==> src/rtl/asp_regs.vh <==
// register offsets, field positions and reset values of the serial frame port
// assumes byte addresses on a 32-bit avalon-mm slave
`ifndef ASP_REGS_VH
`define ASP_REGS_VH

// ----------------------------------------------------------------------------
// register word indices (byte address bits 5:2)
// ----------------------------------------------------------------------------
`define ASP_IDX_CTRL 4'h0
`define ASP_IDX_SEQLIST 4'h1
`define ASP_IDX_STATUS 4'h2
`define ASP_IDX_FRAMES 4'h3
`define ASP_IDX_ABORTS 4'h4
`define ASP_IDX_CONFIG 4'h5
// result slots sit at byte address 0x20 + 4 * channel
`define ASP_RESULT_SEL_BIT 5

// ----------------------------------------------------------------------------
// control word fields, first received bit is bit 11
// ----------------------------------------------------------------------------
`define ASP_CTRL_WRITE 11
`define ASP_CTRL_SEQ_EN 10
`define ASP_CTRL_ADDR_HI 8
`define ASP_CTRL_ADDR_LO 6
`define ASP_CTRL_SEQLIST_SEL 3
`define ASP_CTRL_RESET 12'h000
`define ASP_SEQLIST_RESET 16'h0000

// ----------------------------------------------------------------------------
// frame timing in serial clock falling edges
// ----------------------------------------------------------------------------
`define ASP_EDGE_CTRL_LOAD 5'h0c
`define ASP_EDGE_TRACK 5'h0e
`define ASP_EDGE_LAST 5'h10

// ----------------------------------------------------------------------------
// config register
// ----------------------------------------------------------------------------
`define ASP_CFG_LINK_EN 0
`define ASP_CFG_RESET 1'h1

`endif

==> src/rtl/asp_frame_port.v <==
// serial frame port of an eight-channel sampling converter with register slave
// assumes frame select, serial clock and data in arrive asynchronously to clk_in
// and toggle slowly against it (serial clock at least four clk_in periods per half)
//
// What this block does
// - frame select fall: hold, drive output, start
// - ordinary frame: track on fourteenth falling edge
// - sequence-list frame: hold until frame select rises
// - float output on sixteenth falling edge
// - early frame rise: abort, float, keep control
// - word: zero, three-bit channel tag, result
// - zero at select fall, tag top bit first
// - last bit out on fifteenth falling edge
// - first twelve edges load control if write
// - sequence-list path: capture all sixteen edges
// - commit sequence list at rise, track first
// - 8-bit variant: result then four zeros
// - 10-bit variant: result then two zeros
// - 12-bit variant: full result, no padding
// - serial clock steps conversion and shifting
// - sequence path after seq off, select on
//
// The implementer's own choices: the Avalon-MM slave port and the register offsets.
`timescale 1ns/100ps
`default_nettype none
`include "asp_regs.vh"

module asp_frame_port #(
    parameter RES_BITS = 12,
    parameter CNT_WIDTH = 16
) (
    input wire clk_in,
    input wire rst_in,
    input wire [5:0] avs_address_in,
    input wire avs_read_in,
    input wire avs_write_in,
    input wire [31:0] avs_writedata_in,
    input wire [3:0] avs_byteenable_in,
    output reg [31:0] avs_readdata_out,
    output reg avs_waitrequest_out,
    input wire cs_n_in,
    input wire sclk_in,
    input wire din_in,
    output reg dout_out,
    output reg dout_oe_out,
    output reg sample_hold_out,
    output reg frame_active_out
);

    // ------------------------------------------------------------------------
    // constants and helpers
    // ------------------------------------------------------------------------
    localparam integer PAD = 12 - RES_BITS;
    localparam [11:0] RES_MASK = ~(12'hfff << RES_BITS);

    // next set channel after cur in mask, wrapping; stays if mask empty
    function [2:0] next_chan;
        input [2:0] cur;
        input [7:0] mask;
        integer i;
        reg [2:0] pick;
        reg [2:0] cand;
        reg found;
        begin
            pick = cur;
            cand = cur;
            found = 1'b0;
            for (i = 1; i < 9; i = i + 1) begin
                cand = cur + i[2:0]; // three bits wrap past channel seven
                if (!found && mask[cand]) begin
                    pick = cand;
                    found = 1'b1;
                end
            end
            next_chan = pick;
        end
    endfunction

    // both sequence halves merged, bit n selects channel n
    function [7:0] seq_mask;
        input [15:0] list;
        begin
            seq_mask = list[15:8] | list[7:0];
        end
    endfunction

    // counter step shared by the frame and abort counters
    function [CNT_WIDTH-1:0] cnt_inc;
        input [CNT_WIDTH-1:0] val;
        begin
            cnt_inc = val + {{(CNT_WIDTH-1){1'b0}}, 1'b1};
        end
    endfunction

    // true when the fall now seen is fall number n of the frame
    function is_fall;
        input [4:0] cnt;
        input [4:0] n;
        begin
            is_fall = (cnt == n - 5'h01);
        end
    endfunction

    // ------------------------------------------------------------------------
    // pin synchronisers and edge detection
    // ------------------------------------------------------------------------
    wire [2:0] pins_s;
    wire cs_n_s;
    wire sclk_s;
    wire din_s;
    reg cs_n_p_q;
    reg sclk_p_q;

    // select, clock and data share one synchroniser, keeping their order
    asp_sync2 #(
        .WIDTH(3),
        .RESET_VAL(3'h7)
    ) u_sync (
        .clk_in(clk_in),
        .rst_in(rst_in),
        .async_in({cs_n_in, sclk_in, din_in}),
        .sync_out(pins_s)
    );

    assign cs_n_s = pins_s[2];
    assign sclk_s = pins_s[1];
    assign din_s = pins_s[0];

    // previous synchronised levels for edge finding
    always @(posedge clk_in) begin
        if (rst_in) begin
            cs_n_p_q <= 1'h1;
            sclk_p_q <= 1'h1;
        end else begin
            cs_n_p_q <= cs_n_s;
            sclk_p_q <= sclk_s;
        end
    end

    // edges of the synchronised pins, one cycle wide
    wire cs_fall = cs_n_p_q & ~cs_n_s;
    wire cs_rise = ~cs_n_p_q & cs_n_s;
    wire sclk_fall = sclk_p_q & ~sclk_s;

    // ------------------------------------------------------------------------
    // state
    // ------------------------------------------------------------------------
    reg [11:0] ctrl_q;
    reg [15:0] seqlist_q;
    reg link_en_q;
    reg [2:0] chan_q;
    reg active_q;
    reg [4:0] edge_cnt_q;
    reg [15:0] tx_q;
    reg [15:0] rx_q;
    reg [11:0] ctrl_pend_q;
    reg ctrl_pend_vld_q;
    reg seqlist_next_q;
    reg seqlist_frame_q;
    reg [CNT_WIDTH-1:0] frames_q;
    reg [CNT_WIDTH-1:0] aborts_q;
    reg bus_stage_q;

    wire [11:0] mem_a_data;
    wire [11:0] mem_b_data;
    wire bus_req = avs_read_in | avs_write_in;
    wire bus_wr = avs_write_in & ~avs_waitrequest_out;
    wire [3:0] bus_idx = avs_address_in[5:2];
    wire bus_res = avs_address_in[`ASP_RESULT_SEL_BIT];
    wire [1:0] mem_lanes = (bus_wr && bus_res) ? avs_byteenable_in[1:0] : 2'h0;

    // ------------------------------------------------------------------------
    // result store, port a for the bus, port b for the current channel
    // ------------------------------------------------------------------------
    // port a follows the bus address; two wait states cover its latency
    asp_result_mem #(
        .DEPTH_LOG2(3),
        .WIDTH(12)
    ) u_mem (
        .clk_in(clk_in),
        .wr_addr_in(avs_address_in[4:2]),
        .wr_lane_in(mem_lanes),
        .wr_data_in(avs_writedata_in[11:0]),
        .rd_a_addr_in(avs_address_in[4:2]),
        .rd_a_data_out(mem_a_data),
        .rd_b_addr_in(chan_q),
        .rd_b_data_out(mem_b_data)
    );

    // outgoing word: zero, tag, result left aligned, zero fill below
    reg [11:0] res_field;
    wire [15:0] out_word = {1'h0, chan_q, res_field};

    // result justified to the variant width
    always @* begin
        res_field = (mem_b_data & RES_MASK) << PAD;
    end

    // ------------------------------------------------------------------------
    // frame engine
    // ------------------------------------------------------------------------
    always @(posedge clk_in) begin
        if (rst_in) begin
            ctrl_q <= `ASP_CTRL_RESET;
            seqlist_q <= `ASP_SEQLIST_RESET;
            chan_q <= 3'h0;
            active_q <= 1'h0;
            edge_cnt_q <= 5'h00;
            tx_q <= 16'h0000;
            rx_q <= 16'h0000;
            ctrl_pend_q <= 12'h000;
            ctrl_pend_vld_q <= 1'h0;
            seqlist_next_q <= 1'h0;
            seqlist_frame_q <= 1'h0;
            frames_q <= {CNT_WIDTH{1'b0}};
            aborts_q <= {CNT_WIDTH{1'b0}};
            dout_out <= 1'h0;
            dout_oe_out <= 1'h0;
            sample_hold_out <= 1'h0;
            frame_active_out <= 1'h0;
        end else if (cs_fall && link_en_q) begin
            // sample, hold, leave high impedance, present leading zero
            active_q <= 1'h1;
            frame_active_out <= 1'h1;
            sample_hold_out <= 1'h1;
            dout_oe_out <= 1'h1;
            dout_out <= out_word[15];
            tx_q <= {out_word[14:0], 1'h0};
            edge_cnt_q <= 5'h00;
            rx_q <= 16'h0000;
            ctrl_pend_vld_q <= 1'h0;
            seqlist_frame_q <= seqlist_next_q;
        end else if (active_q && sclk_fall && !cs_rise && edge_cnt_q < `ASP_EDGE_LAST) begin
            // one falling serial clock edge: shift out and in
            // a select rise in the same cycle wins, so an abort is never lost
            edge_cnt_q <= edge_cnt_q + 5'h01;
            dout_out <= tx_q[15];
            tx_q <= {tx_q[14:0], 1'h0};
            rx_q <= {rx_q[14:0], din_s};
            if (is_fall(edge_cnt_q, `ASP_EDGE_CTRL_LOAD) && !seqlist_frame_q) begin
                // first received bit decides whether the word is kept
                if (rx_q[10]) begin
                    ctrl_pend_q <= {rx_q[10:0], din_s};
                    ctrl_pend_vld_q <= 1'h1;
                end
            end
            if (is_fall(edge_cnt_q, `ASP_EDGE_TRACK) && !seqlist_frame_q) begin
                sample_hold_out <= 1'h0;
            end
            if (is_fall(edge_cnt_q, `ASP_EDGE_LAST)) begin
                dout_oe_out <= 1'h0;
            end
        end else if (active_q && cs_rise) begin
            // commits happen only here, so an aborted frame changes only the abort count
            active_q <= 1'h0;
            frame_active_out <= 1'h0;
            dout_oe_out <= 1'h0;
            if (edge_cnt_q != `ASP_EDGE_LAST) begin
                // early rise: conversion dropped, nothing committed
                // an aborted list frame leaves the list path armed
                sample_hold_out <= 1'h0;
                aborts_q <= cnt_inc(aborts_q);
            end else begin
                frames_q <= cnt_inc(frames_q);
                if (seqlist_frame_q) begin
                    // commit list and track first chosen channel
                    seqlist_q <= rx_q;
                    seqlist_next_q <= 1'h0;
                    sample_hold_out <= 1'h0;
                    chan_q <= next_chan(3'h7, seq_mask(rx_q));
                end else if (ctrl_pend_vld_q) begin
                    ctrl_q <= ctrl_pend_q;
                    seqlist_next_q <= ~ctrl_pend_q[`ASP_CTRL_SEQ_EN]
                        & ctrl_pend_q[`ASP_CTRL_SEQLIST_SEL];
                    chan_q <= ctrl_pend_q[`ASP_CTRL_ADDR_HI:`ASP_CTRL_ADDR_LO];
                end else if (ctrl_q[`ASP_CTRL_SEQ_EN] && ctrl_q[`ASP_CTRL_SEQLIST_SEL]) begin
                    // sequencer steps to the next listed channel
                    chan_q <= next_chan(chan_q, seq_mask(seqlist_q));
                end
            end
        end
    end

    // ------------------------------------------------------------------------
    // avalon-mm slave
    // ------------------------------------------------------------------------
    reg [31:0] rd_mux;

    // engine flags in status bit order, channel in bits 6:4
    wire [7:0] status_bits = {seqlist_frame_q, chan_q, seqlist_next_q, dout_oe_out,
        active_q, sample_hold_out};

    // read data selection by word index
    always @* begin
        rd_mux = 32'h0000_0000;
        if (bus_res) begin
            rd_mux = {20'h0_0000, mem_a_data};
        end else begin
            case (bus_idx)
                `ASP_IDX_CTRL: rd_mux = {20'h0_0000, ctrl_q};
                `ASP_IDX_SEQLIST: rd_mux = {16'h0000, seqlist_q};
                `ASP_IDX_STATUS: rd_mux = {24'h00_0000, status_bits};
                `ASP_IDX_FRAMES: rd_mux = {{(32-CNT_WIDTH){1'b0}}, frames_q};
                `ASP_IDX_ABORTS: rd_mux = {{(32-CNT_WIDTH){1'b0}}, aborts_q};
                `ASP_IDX_CONFIG: rd_mux = {31'h0000_0000, link_en_q};
                default: rd_mux = 32'h0000_0000;
            endcase
        end
    end

    // two wait cycles let the result store answer, then one ready cycle;
    // the stage flag marks the second wait cycle and clears at the end of the ready cycle,
    // so waitrequest is low for exactly one cycle per request
    always @(posedge clk_in) begin
        if (rst_in) begin
            avs_waitrequest_out <= 1'h1;
            avs_readdata_out <= 32'h0000_0000;
            bus_stage_q <= 1'h0;
        end else if (!avs_waitrequest_out) begin
            avs_waitrequest_out <= 1'h1;
            bus_stage_q <= 1'h0;
        end else if (bus_req && bus_stage_q) begin
            avs_waitrequest_out <= 1'h0;
            avs_readdata_out <= avs_read_in ? rd_mux : 32'h0000_0000;
        end else if (bus_req) begin
            bus_stage_q <= 1'h1;
        end
    end

    // config register: link enable gates new frames
    // a frame already running finishes even when the link is switched off
    always @(posedge clk_in) begin
        if (rst_in) begin
            link_en_q <= `ASP_CFG_RESET;
        end else if (bus_wr && !bus_res && bus_idx == `ASP_IDX_CONFIG
                     && avs_byteenable_in[0]) begin
            link_en_q <= avs_writedata_in[`ASP_CFG_LINK_EN];
        end
    end

endmodule
`default_nettype wire

==> src/rtl/asp_result_mem.v <==
// per-channel result store: one write port with two byte lanes, two read ports
// assumes read data are wanted one clock after the address
`timescale 1ns/100ps
`default_nettype none

module asp_result_mem #(
    parameter DEPTH_LOG2 = 3,
    parameter WIDTH = 12
) (
    input wire clk_in,
    input wire [DEPTH_LOG2-1:0] wr_addr_in,
    input wire [1:0] wr_lane_in,
    input wire [WIDTH-1:0] wr_data_in,
    input wire [DEPTH_LOG2-1:0] rd_a_addr_in,
    output reg [WIDTH-1:0] rd_a_data_out,
    input wire [DEPTH_LOG2-1:0] rd_b_addr_in,
    output reg [WIDTH-1:0] rd_b_data_out
);

    reg [WIDTH-1:0] mem_q [0:(1<<DEPTH_LOG2)-1];

    // lane 0 covers bits 7:0, lane 1 the bits above
    always @(posedge clk_in) begin
        if (wr_lane_in[0]) begin
            mem_q[wr_addr_in][7:0] <= wr_data_in[7:0];
        end
        if (wr_lane_in[1]) begin
            mem_q[wr_addr_in][WIDTH-1:8] <= wr_data_in[WIDTH-1:8];
        end
        rd_a_data_out <= mem_q[rd_a_addr_in];
        rd_b_data_out <= mem_q[rd_b_addr_in];
    end

endmodule
`default_nettype wire

==> src/rtl/asp_sync2.v <==
// two flip-flop synchroniser for a bundle of asynchronous levels
// assumes each bit is an independent level from outside the clock domain
`timescale 1ns/100ps
`default_nettype none

module asp_sync2 #(
    parameter WIDTH = 1,
    parameter [WIDTH-1:0] RESET_VAL = {WIDTH{1'b0}}
) (
    input wire clk_in,
    input wire rst_in,
    input wire [WIDTH-1:0] async_in,
    output reg [WIDTH-1:0] sync_out
);

    reg [WIDTH-1:0] meta_q;

    // first stage feeds only the second stage
    always @(posedge clk_in) begin
        if (rst_in) begin
            meta_q <= RESET_VAL;
            sync_out <= RESET_VAL;
        end else begin
            meta_q <= async_in;
            sync_out <= meta_q;
        end
    end

endmodule
`default_nettype wire

==> config.mk <==
export PLATFORM = sky130hd
export DESIGN_NAME = asp_frame_port
export DESIGN_NICKNAME = d
export VERILOG_FILES = /design/src/rtl/asp_frame_port.v /design/src/rtl/asp_result_mem.v /design/src/rtl/asp_sync2.v
export VERILOG_INCLUDE_DIRS = /design/src /design/src/rtl
export SDC_FILE = /design/constraint.sdc
export NUM_CORES = 1
export LEC_CHECK = 0
export BUFFER_PORTS_ARGS = -buffer_cell sky130_fd_sc_hd__buf_2
export CAP_MARGIN = 30
export CELL_PAD_IN_SITES_DETAIL_PLACEMENT = 2
export CELL_PAD_IN_SITES_GLOBAL_PLACEMENT = 2
export CORE_MARGIN = 2
export CORE_UTILIZATION = 37
export DETAILED_ROUTE_END_ITERATION = 12
export GPL_ROUTABILITY_DRIVEN = 0
export GPL_TIMING_DRIVEN = 0
export HOLD_SLACK_MARGIN = 0.06
export MAX_ROUTING_LAYER = met4
export PLACE_DENSITY_LB_ADDON = 0.15
export REMOVE_ABC_BUFFERS = 1
export SYNTH_ARGS = -nofsm -noshare
export SYNTH_HDL_FRONTEND = slang
export SYNTH_HIERARCHICAL = 1
export SYNTH_SLANG_ARGS = --single-unit
==> constraint.sdc <==
create_clock -name clk_in -period 2.5 [get_ports clk_in]
set_input_delay 0.25 -clock clk_in [delete_from_list [all_inputs] [get_ports clk_in]]
set_output_delay 0.25 -clock clk_in [all_outputs]
set_load 0.1 [all_outputs]
==> flow_summary.yaml <==
clocking:
  clock_latency_ps: 580
  htreeDepth: 1
  clock-sinks: 265
  clk_pin_slew_worst_paths_ps: 60
  tritoncts: "done"
  clock_path_buffers: 3
  clockRootBuffer: "clkbuf_16"
  cts_made_buffers: 30
sta:
  setup_violations: 2
  worst_pin_slew_ps: 1000
  rsz0062_at_grt: "yes"
  fin_skew_ps: 26.7
  finalCriticalPeriod_ps: 2630
  finalMaxSlewViolations: 0
  period_share: 1.05
  setup_slack_ps: -134
  slew_headroom: 0.329
  setup_tns_ps: -198
  holdWs_ps: 197
  hold_viol_final: 0
  fmaxAchievable_ghz: 0.380
yosys:
  ys_seq_elements: 265
  yosysUniqueCellTypes: 67
  synth-seq-area-share: 0.522
  syn_area_per_cell_um2: 11.3
  synthArstFlopShare: 0
  ys.warnings.count: 6
  synth_top_area_share: 0.282
  synth_ff_type: "dfxtp_1"
  synth_top_cell_by_area: "dfxtp_1"
  synth_area_leaders: "dfxtp_1 28%, edfxtp_1 24%, mux4_1 9.2%"
  syn_inst: 1060
  synth_edf_count: 96
  syn_area_um2: 12000
route:
  ant_nets: 0
  routedWlPerCell_um: 23.0
  vias: 8833
  drcViolationCount: 0
  drt-initial-drc-count: 498
  routed_wl_um: 36600
  firstDrtPassIters: 5
  viasPerCell: 5.54
status:
  status: "complete, but fails checks"
  violations: "setup timing"
placement:
  dp_hpwl_um: 24000
  numPortBuffers: 45
grt:
  grt_pass1_vias: 9440
  grt_usage: 0.223
  grt.overflow.total: 0
  antenna_found_initial: 0
  grt_first_pass_wirelength_um: 56400
  grt_max_degree: 69
die:
  die_h_um: 184
  row_count: 65
  die_w_um: 184
  coreArea_um2: 31800
  start_util: 0.378
  die_area_um2: 33900
  io_pins: 86
critical_path:
  crit_type: "flop to flop"
  r2r_cells: 8
  cp-start-kind: "flop"
  cp_max_fo: 5
  cp.arrival_ps: 3100
  crit_required_ps: 2970
  end_kind: "flop"
worst_hold_path:
  holdCritPathClass: "input pin to flop"
  hold_depth: 2
cells_and_area:
  drive_gt1_frac: 0.208
  nNetsFinal: 1194
  antenna_cells: 0
  synthToLayoutAreaGrowth_pct: 20.1
  nFillCells: 3183
power:
  power_density_nw_per_um2: 627
  leakage_nw: 5.03
  ir_drop_mv: 0.600
job:
  drv_cap: 0
==> cells in the final DEF (no fill, tap or decap), types with 14 or more instances in the layout <==
| master | Yosys | routed |
|---|---|---|
| buf_2 | 6 | 44 |
| xor2_1 | 22 | 22 |
| clkbuf_16 | 0 | 30 |
| mux2i_1 | 30 | 27 |
| nand3_1 | 32 | 31 |
| buf_4 | 16 | 32 |
| a222oi_1 | 15 | 15 |
| a311oi_1 | 15 | 14 |
| conb_1 | 1 | 16 |
| dfxtp_1 | 169 | 156 |
| mux4_2 | 14 | 14 |
| nor2_1 | 134 | 132 |
| a21oi_1 | 76 | 71 |
| edfxtp_1 | 96 | 96 |
| dlygate4sd3_1 | 0 | 18 |
| mux2_2 | 25 | 24 |
| mux4_1 | 42 | 42 |
| nand2_1 | 118 | 117 |
==> power by group <==
group	internal [mW]	total [mW]	switching, mW
sequential	4.51	4.54	0.0314
combinational	0.132	0.492	0.360
clock	2.24	4.02	1.78
==> flip-flops by register name (all words and copies together) (netlist names), 15 cells and up <==
signal / flops
rx_q: 16
u_mem/mem_q: 96
seqlist_q: 16
tx_q: 15
aborts_q: 16
frames_q: 16
avs_readdata_out: 16
==> kinds of logic (layout without fill, tap and decap cells) <==
kind of cell | after synthesis | after routing | share of synthesized area
xor gates and xnor gates | 32 | 32 | 0.0233
buffers and inverters | 94 | 177 | 0.0394
muxes | 111 | 111 | 0.167
AOI/OAI and AO/OA | 163 | 163 | 0.0925
and+or+nand+nor | 386 | 386 | 0.148
DFF | 265 | 265 | 0.522
adders and majority gates | 8 | 8 | 0.00833
other | 1 | 16 | 0.000312
==> cells in the mapped netlist, drive strengths merged, types with 2 or more instances <==
cell type / n
nand3: 32
a211oi: 2
a222oi: 15
a21oi: 76
or2: 14
mux2i: 30
mux2: 25
o211ai: 2
nor3: 19
nand2b: 10
nor2: 134
nand4: 12
a311oi: 15
clkbuf: 51
and4: 4
xor2: 22
a2111oi: 2
buf: 32
or3: 4
a31oi: 3
nor2b: 7
a221oi: 15
a22oi: 10
nand2: 118
edfxtp: 96
ha: 8
nor4: 6
or4: 3
o221ai: 2
inv: 11
mux4: 56
dfxtp: 169
o31ai: 2
xnor2: 10
o21ai: 9
nor3b: 3
nand3b: 2
nor4b: 3
and3: 11
==> path summary, 6_finish.rpt <==
check	slack [ps]	end	from
hold reg to reg	410	u_sync/sync_out[1]	u_sync/meta_q[1]
setup / recovery	-130	chan_q[2]	seqlist_q[13]
hold / removal	200	frames_q[1]	rst_in
setup reg to reg	-130	chan_q[2]	seqlist_q[13]
==> per-stage QoR <==
stage | cell area (µm²) | power, mW | worst slack (ps) | util | cells
floorplan | 11600 | 4.91 | -2910 | - | 992
global placement | 12400 | 5.07 | -5570 | 0.390 | 1472
detailed placement | 12700 | 5.10 | -1140 | 0.401 | 1491
CTS | 14200 | 9.17 | -139 | 0.447 | 1585
global route | 14400 | 9.36 | -259 | 0.454 | 1593
finish | 14400 | 9.05 | -134 | 0.454 | 1593
==> layout make-up <==
cell class / instances / area (µm²) / area share
clock buffers: 42 / 806 / 0.0558
clock inverters: 11 / 73.8 / 0.00512
inverters: 11 / 50.0 / 0.00347
multi-input cells: 716 / 5700 / 0.395
flip-flops and latches: 265 / 6290 / 0.436
well taps: 435 / 544 / 0.0377
repair buffers: 113 / 972 / 0.0674
==> layer usage <==
layer	wire length (µm)	GRT usage	vias up
met1	15700	0.271	4558
li1	-	-	4088
met4	774	0.0518	0
met3	1020	0.0241	48
met5	0	-	-
met2	19100	0.400	139
==> repair_timing <==
| item | in CTS | in global routing |
|---|---|---|
| setup buffers | 23 | 6 |
| hold buffers | 18 | 0 |
| pin swaps | 8 | 17 |
| endpoints found under the setup margin | 45 | 13 |
| gates resized for setup | 36 | 38 |
| endpoints found under the hold margin | 101 | 0 |
==> worst max-delay path: stages (launching register included) <==
cell and delay [ps]:
dfxtp_2 380, or2_1 240, mux4_2 520, a211oi_4 260, nor3b_4 340, nand3b_1 210, nor4_4 290, nor3_2 80
a221oi_2 220
(Power assumes the default switching activity.)
